## src/rtl/lbs_map.svh

```systemverilog
/*
  lbs_map.svh: offsets, field positions, reset values and timing counts of the
  backlight start sequencer.
  assumes: included by bare name; definitions only.
*/
`ifndef LBS_MAP_SVH
`define LBS_MAP_SVH

// register byte offsets
`define LBS_CTRL_OFS      12'h000
`define LBS_STATUS_OFS    12'h004
`define LBS_ADDR_W        12

// ctrl fields
`define LBS_CTRL_RESTART  0
`define LBS_CTRL_HOLD     1
`define LBS_CTRL_RST      1'h0

// status fields
`define LBS_ST_STATE_LO   0
`define LBS_ST_RUN        2
`define LBS_ST_LEDSH      3
`define LBS_ST_ALLSH      4
`define LBS_ST_TMO        5
`define LBS_ST_FIRST      6
`define LBS_ST_SECOND     7
`define LBS_ST_LED        8
`define LBS_ST_MODE       9
`define LBS_ST_HOLD       10

// synchronised input bit positions
`define LBS_IN_SUPPLY     0
`define LBS_IN_POSC       1
`define LBS_IN_SYNC       2
`define LBS_IN_DCLOW      3
`define LBS_IN_CAP3V      4
`define LBS_IN_LEDOFF     5
`define LBS_IN_EN         6
`define LBS_IN_CONV       7
`define LBS_IN_DIM        8
`define LBS_IN_LEDFLT     9
`define LBS_IN_SYSFLT     10
`define LBS_IN_N          11

// timing
`define LBS_CLK_NS        10
`define LBS_TPOR_NS       50000
`define LBS_TPOR_CYC      ((`LBS_TPOR_NS + `LBS_CLK_NS - 1) / `LBS_CLK_NS)
`define LBS_TSTART_CNT    32768
`define LBS_FCT_CNT       524288
`define LBS_RECYC_W       19
`define LBS_CNT_W         20
`define LBS_SEC_W         12
`define LBS_SEC_PERIOD    1000

`endif

```

## src/rtl/lbs_pkg.sv

```systemverilog
/*
  lbs_pkg: types of the backlight start sequencer.
  assumes: lbs_map.svh is on the include path.
*/
`default_nettype none
`include "lbs_map.svh"

package lbs_pkg;

  typedef enum logic [1:0] {
    LBS_LOCKOUT   = 2'b00,
    LBS_POR       = 2'b01,
    LBS_SOFTSTART = 2'b10,
    LBS_RUN       = 2'b11
  } lbs_seq_type;

  typedef struct packed {
    lbs_seq_type                  st;
    logic [`LBS_CNT_W-1:0]        tmr;
    logic [`LBS_CNT_W-1:0]        fint;
    logic [`LBS_RECYC_W-1:0]      recyc;
    logic [`LBS_SEC_W-1:0]        sec;
    logic                         osc_prev;
    logic                         sync_prev;
    logic                         en_prev;
    logic                         bphase;
    logic                         first;
    logic                         second;
    logic                         led;
    logic                         ledsh;
    logic                         allsh;
    logic                         tmo;
    logic                         fclr;
    logic                         hold;
    logic                         wr_pend;
    logic [`LBS_ADDR_W-1:0]       wr_addr;
    logic [31:0]                  rdata;
  } lbs_core_type;

  typedef struct packed {
    logic [`LBS_IN_N-1:0] s1;
    logic [`LBS_IN_N-1:0] s2;
    logic [`LBS_IN_N-1:0] s3;
    logic [`LBS_IN_N-1:0] clean;
  } lbs_sync_type;

endpackage

`default_nettype wire

```

## src/rtl/lbs_sync_if.sv

```systemverilog
/*
  lbs_sync_if: raw pin levels into the synchroniser, clean levels out.
  assumes: one clock domain, the core clock.
*/
`include "lbs_map.svh"
`timescale 1ns/1ps
`default_nettype none

interface lbs_sync_if;
  logic [`LBS_IN_N-1:0] raw;
  logic [`LBS_IN_N-1:0] clean;
  modport sync (input raw, output clean);
  modport core (output raw, input clean);
endinterface

`default_nettype wire

```

## src/rtl/lbs_top.sv

```systemverilog
/*
  lbs_top: start-up, run and drive gating sequencer of a combined dc-output and
  led backlight controller, with an ahb-lite register slave.
  assumes: comparator and host inputs are asynchronous; one core clock;
  synchronous active-low reset standing for the supply power-on reset.
*/
`include "lbs_map.svh"
`timescale 1ns/1ps
`default_nettype none

module lbs_top #(
  parameter logic [`LBS_CNT_W-1:0] POR_CYCLES   = `LBS_CNT_W'(`LBS_TPOR_CYC),
  parameter logic [`LBS_CNT_W-1:0] START_COUNT  = `LBS_CNT_W'(`LBS_TSTART_CNT),
  parameter logic [`LBS_CNT_W-1:0] FCT_COUNT    = `LBS_CNT_W'(`LBS_FCT_CNT),
  parameter logic [`LBS_RECYC_W-1:0] RECYC_FULL = {`LBS_RECYC_W{1'b1}}
) (
  input  wire logic        core_clk_i,
  input  wire logic        rst_n_i,
  // ahb-lite slave
  input  wire logic        hsel_i,
  input  wire logic [31:0] haddr_i,
  input  wire logic [1:0]  htrans_i,
  input  wire logic        hwrite_i,
  input  wire logic [2:0]  hsize_i,
  input  wire logic [31:0] hwdata_i,
  input  wire logic        hready_i,
  output logic             hreadyout_o,
  output logic             hresp_o,
  output logic [31:0]      hrdata_o,
  // comparators, oscillators and host inputs
  input  wire logic        supply_lockout_ok_i,
  input  wire logic        primary_oscillator_i,
  input  wire logic        sync_i,
  input  wire logic        dc_loop_error_low_i,
  input  wire logic        softstart_integrator_cap_above_i,
  input  wire logic        led_loop_error_off_i,
  input  wire logic        enable_i,
  input  wire logic        enable_conventional_i,
  input  wire logic        dim_i,
  input  wire logic        led_fault_i,
  input  wire logic        system_fault_i,
  // drives and sequencing outputs
  output logic             bridge_drive_first_o,
  output logic             bridge_drive_second_o,
  output logic             led_switch_drive_o,
  output logic             por_o,
  output logic             run_o,
  output logic             cap_discharge_o,
  output logic             softstart_charge_o,
  output logic             integrator_connect_o,
  output logic             integrator_charge_o,
  output logic             fault_clear_o
);

  ////////////////////////////////////////////////////////////////////////////
  // input synchronisation

  lbs_sync_if sync_bus ();

  assign sync_bus.raw[`LBS_IN_SUPPLY] = supply_lockout_ok_i;
  assign sync_bus.raw[`LBS_IN_POSC]   = primary_oscillator_i;
  assign sync_bus.raw[`LBS_IN_SYNC]   = sync_i;
  assign sync_bus.raw[`LBS_IN_DCLOW]  = dc_loop_error_low_i;
  assign sync_bus.raw[`LBS_IN_CAP3V]  = softstart_integrator_cap_above_i;
  assign sync_bus.raw[`LBS_IN_LEDOFF] = led_loop_error_off_i;
  assign sync_bus.raw[`LBS_IN_EN]     = enable_i;
  assign sync_bus.raw[`LBS_IN_CONV]   = enable_conventional_i;
  assign sync_bus.raw[`LBS_IN_DIM]    = dim_i;
  assign sync_bus.raw[`LBS_IN_LEDFLT] = led_fault_i;
  assign sync_bus.raw[`LBS_IN_SYSFLT] = system_fault_i;

  lbs_sync u_sync (
    .core_clk_i (core_clk_i),
    .rst_n_i    (rst_n_i),
    .port_if    (sync_bus.sync)
  );

  logic supply_ok;
  logic posc;
  logic sync_lvl;
  logic dc_low;
  logic cap_above;
  logic led_off;
  logic en;
  logic conv;
  logic dim;
  logic led_flt;
  logic sys_flt;

  assign supply_ok = sync_bus.clean[`LBS_IN_SUPPLY];
  assign posc      = sync_bus.clean[`LBS_IN_POSC];
  assign sync_lvl  = sync_bus.clean[`LBS_IN_SYNC];
  assign dc_low    = sync_bus.clean[`LBS_IN_DCLOW];
  assign cap_above = sync_bus.clean[`LBS_IN_CAP3V];
  assign led_off   = sync_bus.clean[`LBS_IN_LEDOFF];
  assign en        = sync_bus.clean[`LBS_IN_EN];
  assign conv      = sync_bus.clean[`LBS_IN_CONV];
  assign dim       = sync_bus.clean[`LBS_IN_DIM];
  assign led_flt   = sync_bus.clean[`LBS_IN_LEDFLT];
  assign sys_flt   = sync_bus.clean[`LBS_IN_SYSFLT];

  ////////////////////////////////////////////////////////////////////////////
  // state

  lbs_pkg::lbs_core_type q;
  lbs_pkg::lbs_core_type d;

  logic                    bridge_tick;
  logic                    sync_evt;
  logic                    sec_wrap;
  logic                    en_recycle;
  logic                    sw_restart;
  logic                    restart;
  logic                    active;
  logic                    led_allow;
  logic                    bridge_allow;
  logic                    addr_phase;
  logic [`LBS_ADDR_W-1:0]  a_off;
  logic [31:0]             status_word;

  assign bridge_tick = posc & ~q.osc_prev;
  assign sync_evt    = sync_lvl & ~q.sync_prev;
  assign sec_wrap    = (q.sec == `LBS_SEC_W'(`LBS_SEC_PERIOD - 1));
  assign en_recycle  = en & ~q.en_prev;
  assign active      = (q.st == lbs_pkg::LBS_SOFTSTART) || (q.st == lbs_pkg::LBS_RUN);
  assign addr_phase  = hsel_i & htrans_i[1] & hready_i;
  assign a_off       = haddr_i[`LBS_ADDR_W-1:0];
  assign sw_restart  = q.wr_pend && (q.wr_addr == `LBS_CTRL_OFS) &&
                       hwdata_i[`LBS_CTRL_RESTART];
  assign restart     = active && (en_recycle || sw_restart ||
                       ((q.ledsh || q.allsh) && bridge_tick && (q.recyc == RECYC_FULL)));

  // conventional mode follows dim; integrated mode follows the cap comparator
  assign led_allow   = (q.st == lbs_pkg::LBS_RUN) && en && !q.ledsh && !q.allsh &&
                       (conv ? dim : cap_above);
  assign bridge_allow = active && !dc_low && !q.allsh && !q.hold;

  always_comb begin
    status_word = 32'h0000_0000;
    status_word[`LBS_ST_STATE_LO +: 2] = q.st;
    status_word[`LBS_ST_RUN]    = (q.st == lbs_pkg::LBS_RUN);
    status_word[`LBS_ST_LEDSH]  = q.ledsh;
    status_word[`LBS_ST_ALLSH]  = q.allsh;
    status_word[`LBS_ST_TMO]    = q.tmo;
    status_word[`LBS_ST_FIRST]  = q.first;
    status_word[`LBS_ST_SECOND] = q.second;
    status_word[`LBS_ST_LED]    = q.led;
    status_word[`LBS_ST_MODE]   = conv;
    status_word[`LBS_ST_HOLD]   = q.hold;
  end

  ////////////////////////////////////////////////////////////////////////////
  // next state

  always_comb begin
    d           = q;
    d.osc_prev  = posc;
    d.sync_prev = sync_lvl;
    d.en_prev   = en;
    d.fclr      = 1'b0;

    // bus slave: capture address phase, act in data phase
    d.wr_pend = addr_phase & hwrite_i;
    d.wr_addr = a_off;
    if (addr_phase && !hwrite_i) begin
      if (a_off == `LBS_CTRL_OFS) begin
        d.rdata = {30'h0, q.hold, 1'b0};
      end else if (a_off == `LBS_STATUS_OFS) begin
        d.rdata = status_word;
      end else begin
        d.rdata = 32'h0000_0000;
      end
    end
    if (q.wr_pend && (q.wr_addr == `LBS_CTRL_OFS)) begin
      d.hold = hwdata_i[`LBS_CTRL_HOLD];
    end

    // secondary oscillator, phase locked to each sync event
    if (sync_evt || sec_wrap) begin
      d.sec = '0;
    end else begin
      d.sec = q.sec + `LBS_SEC_W'(1);
    end

    // led drive: rise on discharge edge, fall on loop compare
    if (!led_allow) begin
      d.led = 1'b0;
    end else if (sync_evt || sec_wrap) begin
      d.led = 1'b1;
    end else if (led_off) begin
      d.led = 1'b0;
    end

    // bridge pair: a pair starts with first and ends with second unless allsh is set or the core is no longer active
    if (bridge_tick) begin
      if (q.bphase) begin
        d.first  = 1'b0;
        d.second = !q.allsh && active;
        d.bphase = 1'b0;
      end else if (bridge_allow) begin
        d.first  = 1'b1;
        d.second = 1'b0;
        d.bphase = 1'b1;
      end else begin
        d.first  = 1'b0;
        d.second = 1'b0;
      end
    end

    // fault latches and recycle counter
    if (active && led_flt) begin
      d.ledsh = 1'b1;
    end
    if (active && sys_flt) begin
      d.allsh = 1'b1;
    end
    if ((q.ledsh || q.allsh) && bridge_tick) begin
      d.recyc = q.recyc + `LBS_RECYC_W'(1);
    end

    // periodic fault counter clear
    if (active && bridge_tick) begin
      if (q.fint == FCT_COUNT - `LBS_CNT_W'(1)) begin
        d.fint = '0;
        d.fclr = 1'b1;
      end else begin
        d.fint = q.fint + `LBS_CNT_W'(1);
      end
    end

    case (q.st)
      lbs_pkg::LBS_LOCKOUT: begin
        d.tmr = '0;
        if (supply_ok) begin
          d.st = lbs_pkg::LBS_POR;
        end
      end
      lbs_pkg::LBS_POR: begin
        if (q.tmr >= POR_CYCLES - `LBS_CNT_W'(1)) begin
          d.st  = lbs_pkg::LBS_SOFTSTART;
          d.tmr = '0;
        end else begin
          d.tmr = q.tmr + `LBS_CNT_W'(1);
        end
      end
      lbs_pkg::LBS_SOFTSTART: begin
        if (cap_above) begin
          d.st  = lbs_pkg::LBS_RUN;
          d.tmr = '0;
        end else if (bridge_tick) begin
          if (q.tmr == START_COUNT - `LBS_CNT_W'(1)) begin
            d.st  = lbs_pkg::LBS_POR;
            d.tmr = '0;
            d.tmo = 1'b1;
          end else begin
            d.tmr = q.tmr + `LBS_CNT_W'(1);
          end
        end
      end
      lbs_pkg::LBS_RUN: begin
        d.tmr = '0;
      end
      default: begin
        d.st = lbs_pkg::LBS_LOCKOUT;
      end
    endcase

    // restart clears faults and replays the start-up sequence
    if (restart) begin
      d.st    = lbs_pkg::LBS_POR;
      d.tmr   = '0;
      d.ledsh = 1'b0;
      d.allsh = 1'b0;
      d.recyc = '0;
      d.fint  = '0;
      d.fclr  = 1'b1;
    end

    if (!supply_ok) begin
      d.st = lbs_pkg::LBS_LOCKOUT;
    end

    // power-on reset phase: drives, bridge phase, fault latches, recyc and fint cleared; tmo cleared only in lockout
    if (d.st == lbs_pkg::LBS_LOCKOUT || d.st == lbs_pkg::LBS_POR) begin
      d.first  = 1'b0;
      d.second = 1'b0;
      d.bphase = 1'b0;
      d.led    = 1'b0;
      d.ledsh  = 1'b0;
      d.allsh  = 1'b0;
      d.recyc  = '0;
      d.fint   = '0;
    end
    if (d.st == lbs_pkg::LBS_LOCKOUT) begin
      d.tmo = 1'b0;
    end
  end

  always_ff @(posedge core_clk_i) begin
    if (!rst_n_i) begin
      q      <= '0;
      q.st   <= lbs_pkg::LBS_LOCKOUT;
      q.hold <= `LBS_CTRL_RST;
    end else begin
      q <= d;
    end
  end

  ////////////////////////////////////////////////////////////////////////////
  // outputs

  assign hreadyout_o           = 1'b1;
  assign hresp_o               = 1'b0;
  assign hrdata_o              = q.rdata;
  assign bridge_drive_first_o  = q.first;
  assign bridge_drive_second_o = q.second;
  assign led_switch_drive_o    = q.led;
  assign por_o                 = (q.st == lbs_pkg::LBS_LOCKOUT) ||
                                 (q.st == lbs_pkg::LBS_POR);
  assign run_o                 = (q.st == lbs_pkg::LBS_RUN);
  assign cap_discharge_o       = por_o;
  assign softstart_charge_o    = (q.st == lbs_pkg::LBS_SOFTSTART);
  assign integrator_connect_o  = run_o;
  assign integrator_charge_o   = run_o && !conv && dim;
  assign fault_clear_o         = q.fclr;

endmodule

`default_nettype wire

```

## src/rtl/lbs_sync.sv

```systemverilog
/*
  lbs_sync: three-flop synchroniser bank with agreement filter.
  assumes: raw inputs asynchronous to core_clk_i; synchronous active-low reset.
*/
`include "lbs_map.svh"
`timescale 1ns/1ps
`default_nettype none

module lbs_sync (
  input  wire logic core_clk_i,
  input  wire logic rst_n_i,
  lbs_sync_if.sync  port_if
);

  lbs_pkg::lbs_sync_type q;
  lbs_pkg::lbs_sync_type d;

  // first flop feeds only the second; clean follows once second and third agree
  always_comb begin
    d       = q;
    d.s1    = port_if.raw;
    d.s2    = q.s1;
    d.s3    = q.s2;
    d.clean = (q.s2 & q.s3) | (q.clean & (q.s2 | q.s3));
  end

  always_ff @(posedge core_clk_i) begin
    if (!rst_n_i) begin
      q <= '0;
    end else begin
      q <= d;
    end
  end

  assign port_if.clean = q.clean;

endmodule

`default_nettype wire

```

## config.mk

```make
export PLATFORM = sky130hd
export DESIGN_NAME = lbs_top
export DESIGN_NICKNAME = d
export VERILOG_FILES = /design/src/rtl/lbs_pkg.sv /design/src/rtl/lbs_sync_if.sv /design/src/rtl/lbs_top.sv /design/src/rtl/lbs_sync.sv
export VERILOG_INCLUDE_DIRS = /design/src /design/src/rtl
export SDC_FILE = /design/constraint.sdc
export NUM_CORES = 1
export LEC_CHECK = 0
export BUFFER_PORTS_ARGS = -buffer_cell sky130_fd_sc_hd__buf_4
export CORE_MARGIN = 1.5
export CORE_UTILIZATION = 50
export CTS_CLUSTER_SIZE = 10
export DETAILED_ROUTE_END_ITERATION = 12
export HOLD_SLACK_MARGIN = 0.12
export PLACE_DENSITY = 0.74
export SLEW_MARGIN = 30
export SYNTH_ARGS = -nofsm -noshare
export SYNTH_HDL_FRONTEND = slang
export SYNTH_SLANG_ARGS = --single-unit
```

## constraint.sdc

```tcl
create_clock -name core_clk_i -period 3.4 [get_ports core_clk_i]
set_input_delay 0.17 -clock core_clk_i [delete_from_list [all_inputs] [get_ports core_clk_i]]
set_output_delay 0.17 -clock core_clk_i [all_outputs]
set_load 0.01 [all_outputs]
```

==> results of run 1 <==
-- stage by stage --
| stage | power (mW) | instance area, um2 | setup WS (ns) | hold slack [ns] |
|---|---|---|---|---|
| after global routing | 3.94 | 7410 | 0.684 | 0.451 |
| after floorplan | 1.92 | 6290 | 1.67 | 0.292 |
| final | 3.80 | 7410 | 0.896 | 0.428 |
| after global placement | 1.94 | 6530 | 0.985 | 0.378 |
| after detailed placement | 1.94 | 6530 | 0.898 | 0.381 |
| after CTS | 3.84 | 7400 | 0.881 | 0.430 |
-- worst max-delay path, stage by stage (launching register included) --
cell and delay, ns:
sky130_fd_sc_hd__dfxtp_1 0.39, sky130_fd_sc_hd__nand2b_1 0.34, sky130_fd_sc_hd__nor3_4 0.50, sky130_fd_sc_hd__nand4_2 0.22
sky130_fd_sc_hd__a31oi_4 0.60, sky130_fd_sc_hd__buf_12 0.25, sky130_fd_sc_hd__a2111oi_2 0.06
-- report_power, final --
group          switching [mW]  internal (mW)  total, mW
combinational          0.0467         0.0625      0.109
sequential             0.0119           1.81       1.82
clock                   0.757           1.12       1.88
total                   0.815           2.99       3.80
-- flip-flops by register name, summed over array words and instances, names as in the netlist --
| register | count |
|---|---|
| u_sync.port_if.clean | 11 |
| u_sync.d | 22 |
| q | 94 |
| led_switch_drive_o | 1 |
| hrdata_o | 11 |
| bridge_drive_second_o | 1 |
| fault_clear_o | 1 |
| u_sync.q | 11 |
-- repair_timing --
action,CTS,global route
hold endpoints to repair,30,0
endpoints found under the setup margin,0,0
gates resized for setup,0,0
hold buffers,27,0
-- final cells by class --
class	count	area, um2
Fill cell	988	4650
Sequential cell	152	3040
Multi-Input combinational cell	463	2830
Timing Repair Buffer	83	703
Clock buffer	18	439
Tap cell	168	210
Clock inverter	14	161
Inverter	7	26.3
-- per-layer routing --
| metal | track usage, % | share of wire (%) | vias up |
|---|---|---|---|
| met5 | 0 | 0 | - |
| met4 | 8.17 | 1.4 | 0 |
| met3 | 5.40 | 3.1 | 17 |
| met2 | 33.2 | 50 | 87 |
| met1 | 23.6 | 45 | 2164 |
| li1 | - | - | 2310 |
-- worst paths after layout --
kind	cells after the start	to	from	slack [ns]
setup / recovery	6	led_switch_drive_o	u_sync.port_if.clean[1]	0.90
hold reg to reg	1	u_sync.d[13]	u_sync.d[24]	0.43
setup reg to reg	6	led_switch_drive_o	u_sync.port_if.clean[1]	0.90
hold / removal	1	u_sync.d[13]	u_sync.d[24]	0.43
-- cells by family (layout without fill, tap and decap cells) --
family                   after synthesis  after routing  synth area share (%)
flip-flops                           152            152                  49.0
multiplexers                           4              4                 0.645
adder cells (fa/ha/maj)                4              4                 0.806
other                                  2             23                 0.121
XOR/XNOR                              63             63                  8.89
AND/OR/NAND/NOR                      308            308                  26.7
AO/OA/AOI/OAI                         61             61                  6.99
buffers and inverters                 67            122                  6.81
-- layout by cell type, fill, tap and decap left out, drive strengths merged, types with 14 or more instances in the layout --
cell type	Yosys	routed
xnor2	24	24
nand3	31	31
clkbuf	12	18
nor2	64	64
and2	53	53
dfxtp	152	152
xor2	39	39
and3	15	15
nand2	50	50
dlygate4sd3	0	27
nor3	38	38
buf	48	56
o21ai	15	15
conb	2	23
nand4	14	14
==> results.md, run 1 <==
STA:
- The max-slew violation total from the final report came to 0.
- The upper clock frequency limit is around 400 MHz.
- Clock skew on the completed layout was measured at between 0.006 and 0.007 ns.
- Dividing the final minimum period by the clock period gives around 74%.
- Measured against its own limit, the worst slew margin works out to between 50% and 60%.
- Setup repair after global routing left no endpoint under its margin.
- The count of endpoints failing hold in the final timing report is 0.
- The final critical-path required period is around 2.5 ns.
- The number of setup violations in the final report is 0.
- For the pin with the worst max-slew slack, the measured transition is between 0.7 and 0.8 ns.
- For the final routed database, the setup TNS stands at 0 ns.

Synthesis:
- The gate count after technology mapping is 661.
- The largest area contributor in the netlist is sky130_fd_sc_hd__dfxtp_1.
- For this run, asynchronously set or reset flops after synthesis account for 0%.
- The register area share after synthesis is around 50%.
- The dominant synthesized flop cell is sky130_fd_sc_hd__dfxtp_1.
- The count of different cell masters after synthesis is 54.
- The commonest cells after synthesis are sky130_fd_sc_hd__dfxtp_1 (152), sky130_fd_sc_hd__nor2_1 (64), sky130_fd_sc_hd__and2_1 (53).
- Yosys printed 0 warnings.
- The area of the mapped netlist is a little over 6000 um2.
- In this run the mean area of a mapped cell was between 9 and 10 um2.
- In this run the biggest area consumer among cell types represents between 40% and 50% of the synthesized area.
- In this run, synthesis inferred 0 flip-flops with an integrated enable.
- The most repeated cell in the gate-level netlist after synthesis is sky130_fd_sc_hd__dfxtp_1.
- The synthesized design contains between 150 and 200 register bits.
- Ranked by total cell area, the synthesized netlist is headed by sky130_fd_sc_hd__dfxtp_1 (49%), sky130_fd_sc_hd__xor2_1 (5.5%), sky130_fd_sc_hd__and2_1 (5.3%).

Cells and area:
- Compared with the post-synthesis result, the final layout area differs by 19.4%.
- For this run, the share of the core covered by cells in the final layout is around three fifths.
- The total number of nets in the final design is 813.
- The final instance count without filler cells is between 900 and 1,000.
- The ratio of cells with drive above 1 in the final layout is roughly 14%.
- The repair_antennas step left the layout with diodes totalling 0.

CTS:
- The total number of H-tree levels is 4.
- TritonCTS built the clock tree.
- The number of buffers added by the clock tree synthesis step is 17.
- The clock-pin slew on the worst setup and hold paths is approximately 0.060 ns.
- The root buffer cell is sky130_fd_sc_hd__clkbuf_16.
- The clock drives around 150 sinks.
- Once the clock tree was built, the setup fixing pass inserted 0 buffers.
- Clock latency on the worst-skew pair, taken at its later pin, is around 0.42 ns.
- Counting along the longest clock path gives a buffer depth of 2.

Detailed routing:
- The final antenna-violating net count is 0.
- For this block, the via count after detailed routing is roughly 4,600.
- After detailed routing, the number of remaining DRC violations is 0.
- The routed via count divided by cell count is between 5 and 6.
- For this block, the initial DRC count from the detailed router was around 220.
- The average wire per cell in the routed design is roughly 13 um.
- The aggregate routed wire length is around 12,000 um.
- For this run, the detailed router's first-pass iteration total came to 4.

Global route:
- The via count of the first global-routing pass was 4,409.
- The initial antenna violation count is 0.
- The overall track demand over capacity in global routing is a little under 20%.
- Entering global routing, the biggest net connects just over 70 pins.
- The first-pass GRT wire length is slightly above 20,000 um.
- The total overflow left after global routing is 0.

Place:
- Once placement completed, the tool counted placed cells totaling between 800 and 900.
- The last weighted congestion value of the routability-driven placer is a little under 0.8.
- Summed over all nets, the half-perimeter wirelength after detailed placement is around 8100 um.
- The number of input and output port buffers inserted is approximately 50.

Worst setup path:
- The data required time at the worst endpoint is between 3 and 4 ns.
- The worst setup path is launched from a register.
- The type of element capturing the critical path is a register.
- Data on the critical path arrives at its endpoint at 2.79 ns.
- Of all nets on the critical path, the largest fanout is 25.
- The worst setup path is of the reg2reg kind.

Floorplan:
- The initial standard-cell utilization of the core is between 50 and 60%.
- The area of the die is between 10,000 and 15,000 um2.
- In this run the horizontal extent of the chip is ~110 um.
- The count of standard-cell rows is 40.
- The overall die height is between 100 and 150 um.
- The core area is about 12,000 um2.
- The number of primary I/O pins is 129.

Pwr:
- Across the VDD grid, the largest voltage drop is approximately 280 uV.
- Power spread over the standard cell area amounts to ~510 nW/um2.
- The leakage power is 2.75 nW.

Flow run:
- Max-cap violations in this run came to 0.

Outcome:
- The run finished with clean final reports.

Min path:
- The worst hold path class is reg2reg.
No activity file was read; power rests on OpenSTA's default activity.
==> inputs of run 2 (changes only) <==
Settings changed: CORE_UTILIZATION 50 to 49, PLACE_DENSITY 0.74 to 0.76.
Clock period 3.4 ns to 2.05 ns, I/O delays scaled along.
==> run 2 against run 1 <==
Fmax grew 26%. Sequential power grew 66%. Global-route usage grew 0.21 points. Hold slack lost 0.10 ns. Power grew 59%. Sequential share of layout area shrank 0.96 points. Non-clock buffer count grew 19. First-iteration DRC count grew 11%. Final area grew 2.4%. Critical endpoint is now q[99]. Largest cell class unchanged. Highest routed layer unchanged.
==> results.md, run 2 (synthesis gave the netlist of run 1 again) <==
Place:
- The last weighted congestion value of the routability-driven placer is 0.810 (+4.0%).
- The number of input and output port buffers inserted is 51 (unchanged).
- The post-DP HPWL is 8120 um (+0.76%).
- The total instance count after detailed placement is 861 (+1.8%).

Cells and area:
- Leaving out fill and tap cells, the most frequent cell in the layout is sky130_fd_sc_hd__dfxtp_1.
- The register bank with the most flops is q.
- The area growth from synthesis to layout is 22.2%.
- Leaving out fill and tap cells, the most frequent cells in the layout are sky130_fd_sc_hd__dfxtp_1 (152), sky130_fd_sc_hd__buf_4 (70), sky130_fd_sc_hd__nor2_1 (64).
- The final core utilization came to 62.4% (+0.95 points).
- The total number of nets in the final design was 832 (+2.3%).
- The number of antenna repair diodes is 0 (unchanged).
- The flip-flop count of the largest register after layout is 94 (unchanged).
- The ratio of cells with drive above 1 in the final layout is 16.6% (+2.4 points).
- The final instance count without filler cells is 923 (+2.0%).

Global route:
- The largest net degree at the start of global routing is 75 (+4.2%).
- The initial antenna violation count came to 0 (unchanged).
- The total congestion overflow after global routing is 0 (unchanged).
- The first-pass GRT wire length is 20,800 um (+2.8%).
- The via count of the first global-routing pass was 4,561 (+3.4%).
- The overall track demand over capacity in global routing is 19.9% (+0.21 points).

Worst setup path:
- The data required time at the worst endpoint is 2.38 ns (-1.31 ns).
- The signal on the critical path passes through ha_2 > nand2_2 > and4bb_2 > a311oi_4 > a31oi_4 > buf_12 > buf_12 > nor3_1.
- The setup path with the least slack is of type reg2reg.
- The biggest cell delay along the critical path is 0.34 ns (-0.26 ns).
- The kind of cell adding the most delay to the critical path is simple AND/OR/NAND/NOR gates.
- The number of cells on the worst reg-to-reg path was 8 (+2).
- STA classifies the critical path startpoint as a register.
- In this run the critical register-to-register path is captured at q[99].
- The maximum fanout along the worst path is 6 (-76%).
- In this design, the critical path's most frequently occurring cell is sky130_fd_sc_hd__buf_12.
- The cell with the biggest individual delay on the critical path is sky130_fd_sc_hd__dfxtp_1.
- The reg-to-reg startpoint is q[108].
- The buffer and inverter count on the worst path came to 2 (+1).
- The setup slack of the most critical reg-to-reg path is 0.06 ns (-0.84 ns).
- STA classifies the critical path endpoint as a register.
- The worst endpoint data arrival time is 2.32 ns (-0.47 ns).

Floorplan:
- The area of the die is 13,400 um2 (+2.0%).
- The count of standard-cell rows came to 40 (unchanged).
- The die span in x is 116 um (+0.99%).
- The number of primary I/O pins came to 129 (unchanged).
- The initial standard-cell utilization of the core came to 51.0% (-0.42 points).
- The overall die height is 116 um (+0.99%).
- The core area came to 12,200 um2 (+0.83%).

Detailed routing:
- The number of remaining DRC errors is 0 (unchanged).
- The average wire per cell in the routed design came to 14.0 um (+5.1%).
- The aggregate routed wire length is 12,900 um (+7.2%).
- The number of vias after detailed routing is 4,703 (+2.7%).
- The initial DRC count is 239 (+11%).
- The number of iterations in the first detailed-routing pass is 5 (+1).
- The routed via count divided by cell count is 5.10 (+0.73%).
- The final antenna-violating net count was 0 (unchanged).

CTS:
- The clock-pin slew on the worst setup and hold paths is 0.06 ns (about the same).
- The total number of clock tree sinks is 152 (unchanged).
- The maximum buffer depth of the clock tree is 2 (unchanged).
- The root buffer cell is sky130_fd_sc_hd__clkbuf_16.
- The total number of H-tree levels was 4 (unchanged).
- TritonCTS built the clock tree.
- The clock latency on the worst-skew pair is 0.42 ns (about the same).
- The number of buffers added by the clock tree synthesis step is 17 (unchanged).

STA:
- The relative slew slack was 62.5% (+12 points).
- The slew of the pin with the lowest slew margin came to 0.562 ns (-0.173 ns).
- The final clock period utilization by the worst path is 97.2% (+24 points).
- The max-slew violation total from the final report is 0 (unchanged).
- The final critical-path required period came to 1.99 ns (-0.511 ns).
- The count of endpoints failing hold in the final timing report is 0 (unchanged).
- The upper clock frequency limit is 502 MHz (+26%).
- The final clock skew is 0.00630 ns (-0.0000154 ns).
- The number of setup violations in the final report is 0 (unchanged).

Pwr:
- The maximum vdd ir drop is 555 uV (+98%).
- The total power per unit cell area is 797 nW/um2 (+55%).
- The total power of the final layout was 6.05 mW (+59%).
- The leakage power is 2.85 nW (+3.5%).

Outcome:
- The run finished with clean final reports.

Min path:
- The worst hold path class is in2reg.
- In this run the most critical hold path is launched from hready_i.
- The cell depth of the worst hold path is 5 (+4).
- The worst hold path terminates at hrdata_o[0].

Flow run:
- The number of max-cap violations is 0 (unchanged).
==> run 2: per-layer routing <==
metal	global-route usage [%]	share of wire (%)	up-vias
li1	-	-	2350
met1	23.8	44	2220
met2	33.5	50	106
met3	5.07	3.6	27
met4	9.30	2.4	0
met5	0	0	-
==> run 2: worst max-delay path by stage <==
stage / to / start / cells past startpoint / slack (ns)
after floorplan: bridge_drive_second_o / q[108] / 7 / 0.32
after global placement: q[120] / q[108] / 6 / 0.03
after detailed placement: q[116] / q[108] / 6 / 0.02
after CTS: led_switch_drive_o / q[108] / 7 / 0.02
after global routing: q[87] / u_sync.port_if.clean[1] / 7 / -0.01
final: q[99] / q[108] / 8 / 0.06
==> run 2: worst min-delay path, stage by stage <==
cell and delay [ns]:
sky130_fd_sc_hd__buf_4 0.12, sky130_fd_sc_hd__nand4b_1 0.08, sky130_fd_sc_hd__buf_4 0.19, sky130_fd_sc_hd__a22oi_1 0.10, sky130_fd_sc_hd__nor2b_1 0.10
==> run 2: timing repair <==
item / CTS / global route
hold endpoints to repair: 28 / 0
gates cloned: 0 / 2
resized for setup: 1 / 5
endpoints found under the setup margin: 4 / 2
setup buffers: 0 / 2
hold buffers: 27 / 0
pin swaps: 0 / 1
==> run 2: metrics by stage <==
step | hold WS, ns | cell area (um2) | worst slack (ns) | TNS (ns)
2_1_floorplan | 0.224 | 6290 | 0.319 | 0
3_3_place_gp | 0.313 | 6650 | 0.0286 | 0
3_5_place_dp | 0.313 | 6650 | 0.0202 | 0
4_1_cts | 0.316 | 7460 | 0.0163 | 0
5_1_grt | 0.339 | 7580 | -0.0105 | -0.0105
6_report | 0.326 | 7580 | 0.0566 | 0
==> run 2: power breakdown <==
part	switching, mW	internal [mW]	total [mW]	leakage (nW)
Clock	1.28	1.57	2.85	0.263
Combinational	0.0820	0.105	0.187	1.35
Sequential	0.0178	3.00	3.02	1.23
==> run 2: layout make-up <==
cell class                 count  area [um2]
fill                         953        4580
sequential                   152        3040
multi-input combinational    463        2860
timing repair buffer         102         906
clock buffer                  17         425
tap                          168         210
clock inverter                14         115
inverter                       7        26.3
==> inputs of run 3 (changes only) <==
Settings changed: CORE_UTILIZATION 49 to 50, PLACE_DENSITY 0.76 to 0.74.
Clock period 2.05 ns to 2.1 ns, I/O delays scaled along.
==> run 3 against run 2 <==
Critical endpoint is now led_switch_drive_o. Largest cell class unchanged. Setup slack improved by 0.063 ns. Flip-flop and latch count unchanged. First-iteration DRC count increased by 26%.
==> results.md, run 3 (synthesis gave the netlist of run 1 again) <==
STA:
- The upper clock frequency limit is 505 MHz (+0.67%).
- The final critical-path required period is 1.98 ns (-0.0132 ns).
- The setup slack after layout is 0.120 ns (+0.0632 ns).
- The number of setup violations in the final report is 0 (unchanged).
- The setup TNS is 0 ns (unchanged).
- Setup repair after global routing left no endpoint under its margin.
- The final clock period utilization by the worst path is 94.3% (-2.9 points).
- The slew of the pin with the lowest slew margin was 0.544 ns (-0.0179 ns).
- The max-slew violation total from the final report was 0 (unchanged).
- The relative slew slack was 63.6% (+1.2 points).
- The final clock skew is 0.00650 ns (+0.000197 ns).
- The count of endpoints failing hold in the final timing report is 0 (unchanged).

CTS:
- The total number of H-tree levels was 4 (unchanged).
- The clock tree from TritonCTS is yes.
- The number of buffers added by the clock tree synthesis step came to 17 (unchanged).
- The clock latency on the worst-skew pair is 0.42 ns (about the same).
- The clock-pin slew on the worst setup and hold paths is 0.06 ns (about the same).
- The maximum buffer depth of the clock tree came to 2 (unchanged).
- Clock tree synthesis selected as its root buffer the cell sky130_fd_sc_hd__clkbuf_16.
- The total number of clock tree sinks is 152 (unchanged).
- The total setup buffers inserted after CTS came to 0 (unchanged).

Worst setup path:
- The last element of the critical path is led_switch_drive_o.
- The data required time at the worst endpoint is 2.42 ns (+0.04 ns).
- The biggest cell delay along the critical path is 0.35 ns (about the same).
- The number of cells on the worst reg-to-reg path came to 7 (-1).
- The critical path goes through ha_1 > nand2_1 > and4bb_2 > a311oi_2 > a31oi_4 > buf_12 > a2111oi_2.
- The worst endpoint data arrival time is 2.30 ns (-0.02 ns).
- The setup slack of the most critical reg-to-reg path is 0.12 ns (+0.06 ns).
- The critical path start-end classification is reg2reg.
- The maximum fanout along the worst path is 45 (+39).
- The worst setup path is captured at a register.
- The reg-to-reg startpoint is q[108].
- The critical path starts at q[108].
- The worst register-to-register path ends at led_switch_drive_o.
- STA classifies the critical path startpoint as a register.
- Among all stages on the critical path, the largest delay is contributed by sky130_fd_sc_hd__dfxtp_1.

Floorplan:
- The overall die height was 114 um (-0.98%).
- The area of the die came to 13,100 um2 (-1.9%).
- The number of primary I/O pins is 129 (unchanged).
- The die span in x is 114 um (-0.98%).
- The count of standard-cell rows was 40 (unchanged).
- The initial standard-cell utilization of the core is 51.5% (+0.42 points).
- The core area is 12,100 um2 (-0.82%).

Global route:
- The largest net degree at the start of global routing is 75 (unchanged).
- The total congestion overflow after global routing is 0 (unchanged).
- The overall track demand over capacity in global routing came to 20.3% (+0.44 points).
- The via count of the first global-routing pass is 4,463 (-2.1%).
- The initial antenna violation count is 0 (unchanged).
- The first-pass GRT wire length is 20,800 um (-0.20%).

Cells and area:
- The flip-flop count of the largest register after layout is 94 (unchanged).
- The library cells used most frequently in the layout, excluding fill and tap cells, are sky130_fd_sc_hd__dfxtp_1 (152), sky130_fd_sc_hd__buf_4 (67), sky130_fd_sc_hd__nor2_1 (64).
- The total number of nets in the final design is 825 (-0.84%).
- q holds more flip-flops than any other register.
- The final core utilization is 62.0% (-0.36 points).
- The library cell used most frequently in the layout, excluding fill and tap cells, is sky130_fd_sc_hd__dfxtp_1.
- The ratio of cells with drive above 1 in the final layout came to 15.4% (-1.2 points).
- The combined area of the multi-input logic cells was 2820 um2 (-1.3%).
- The layout-stage area growth over the synthesis result is 20.5%.
- The fill cell instance count of the final layout is 961 (+0.84%).
- The register cell area after layout was 3040 um2 (unchanged).
- The number of antenna repair diodes came to 0 (unchanged).
- The final non-filler cell area is 7480 um2 (-1.4%).

Detailed routing:
- The number of remaining DRC errors is 0 (unchanged).
- The routed via count divided by cell count was 5.03 (-1.3%).
- The initial DRC count is 300 (+26%).
- The final antenna-violating net count is 0 (unchanged).
- The aggregate routed wire length was 12,500 um (-3.0%).
- The number of iterations in the first detailed-routing pass is 4 (-1).
- The number of vias after detailed routing is 4,608 (-2.0%).
- The average wire per cell in the routed design was 13.6 um (-2.3%).

Place:
- The placed instance area is 6620 um2 (-0.34%).
- The post-DP HPWL came to 8330 um (+2.6%).
- The last weighted congestion value of the routability-driven placer came to 0.783 (-3.4%).
- The number of input and output port buffers inserted is 51 (unchanged).
- The post-placement worst setup slack was 0.139 ns (+0.119 ns).

Flow run:
- The number of max-cap violations is 0 (unchanged).

Min path:
- The startpoint identified for the worst hold timing path is hready_i.
- The worst hold path class is in2reg.

Pwr:
- The total power per unit cell area is 816 nW/um2 (+2.3%).
- The leakage power is 2.81 nW (-1.3%).
- The maximum vdd ir drop is 522 uV (-5.9%).

Outcome:
- The flow ran to the end, and the final reports show no timing, DRC or antenna violations.
run 3: changes by cell type in the layout (fill, tap and decap cells not counted), sizes merged:
cell      change
buf           -5
bufinv        +2
clkinvlp      -1
clkinv        +1
clkbuf        -1
inv           -3
run 3: worst max-delay path: cells and delay by family, from the launching register on:
family	cells	cell delay (ns)
buf+inv	1	0.21
simple gates	2	0.39
compound gates	3	0.68
flops	1	0.35
fa+ha+maj	1	0.24
run 3: worst min-delay path by stage:
| stage | end | slack, ns | depth (start not counted) |
|---|---|---|---|
| 2_1_floorplan | q[32] | 0.23 | 1 |
| 3_5_place_dp | u_sync.d[25] | 0.32 | 2 |
| 3_3_place_gp | u_sync.d[28] | 0.31 | 2 |
| 4_1_cts | hrdata_o[0] | 0.32 | 5 |
| 6_report | hrdata_o[0] | 0.33 | 5 |
| 5_1_grt | hrdata_o[0] | 0.34 | 5 |
run 3: report_power, final:
part	total [mW]	switching, mW	internal [mW]
logic	0.181	0.0788	0.102
clock network	2.98	1.19	1.79
registers	2.95	0.0176	2.93
total	6.10	1.29	4.81
run 3: per-stage QoR:
stage | hold slack, ns | total power, mW | std cells
floorplan | 0.227 | 3.11 | 682
global placement | 0.314 | 3.14 | 858
detailed placement | 0.315 | 3.15 | 858
CTS | 0.321 | 6.15 | 916
global route | 0.344 | 6.32 | 916
finish | 0.331 | 6.10 | 916
run 3: per-layer routing:
metal | global-route usage [%] | wire length, um
met1 | 24.4 | 5620
met2 | 34.7 | 6230
met3 | 4.98 | 388
met4 | 8.58 | 259
met5 | 0 | 0
run 3: layout make-up:
class | instances | share of cell area [%]
clock buffers | 18 | 5.87
clock inverters | 13 | 1.92
inverters | 7 | 0.351
multi-input cells | 463 | 37.7
flip-flops and latches | 152 | 40.7
well taps | 168 | 2.81
repair buffers | 95 | 10.6
run 3: timing repair:
| item | in CTS | in global routing |
|---|---|---|
| hold buffers | 27 | 0 |
| setup endpoints to repair | 0 | 2 |
| endpoints found under the hold margin | 29 | 0 |
| gates resized for setup | 0 | 1 |
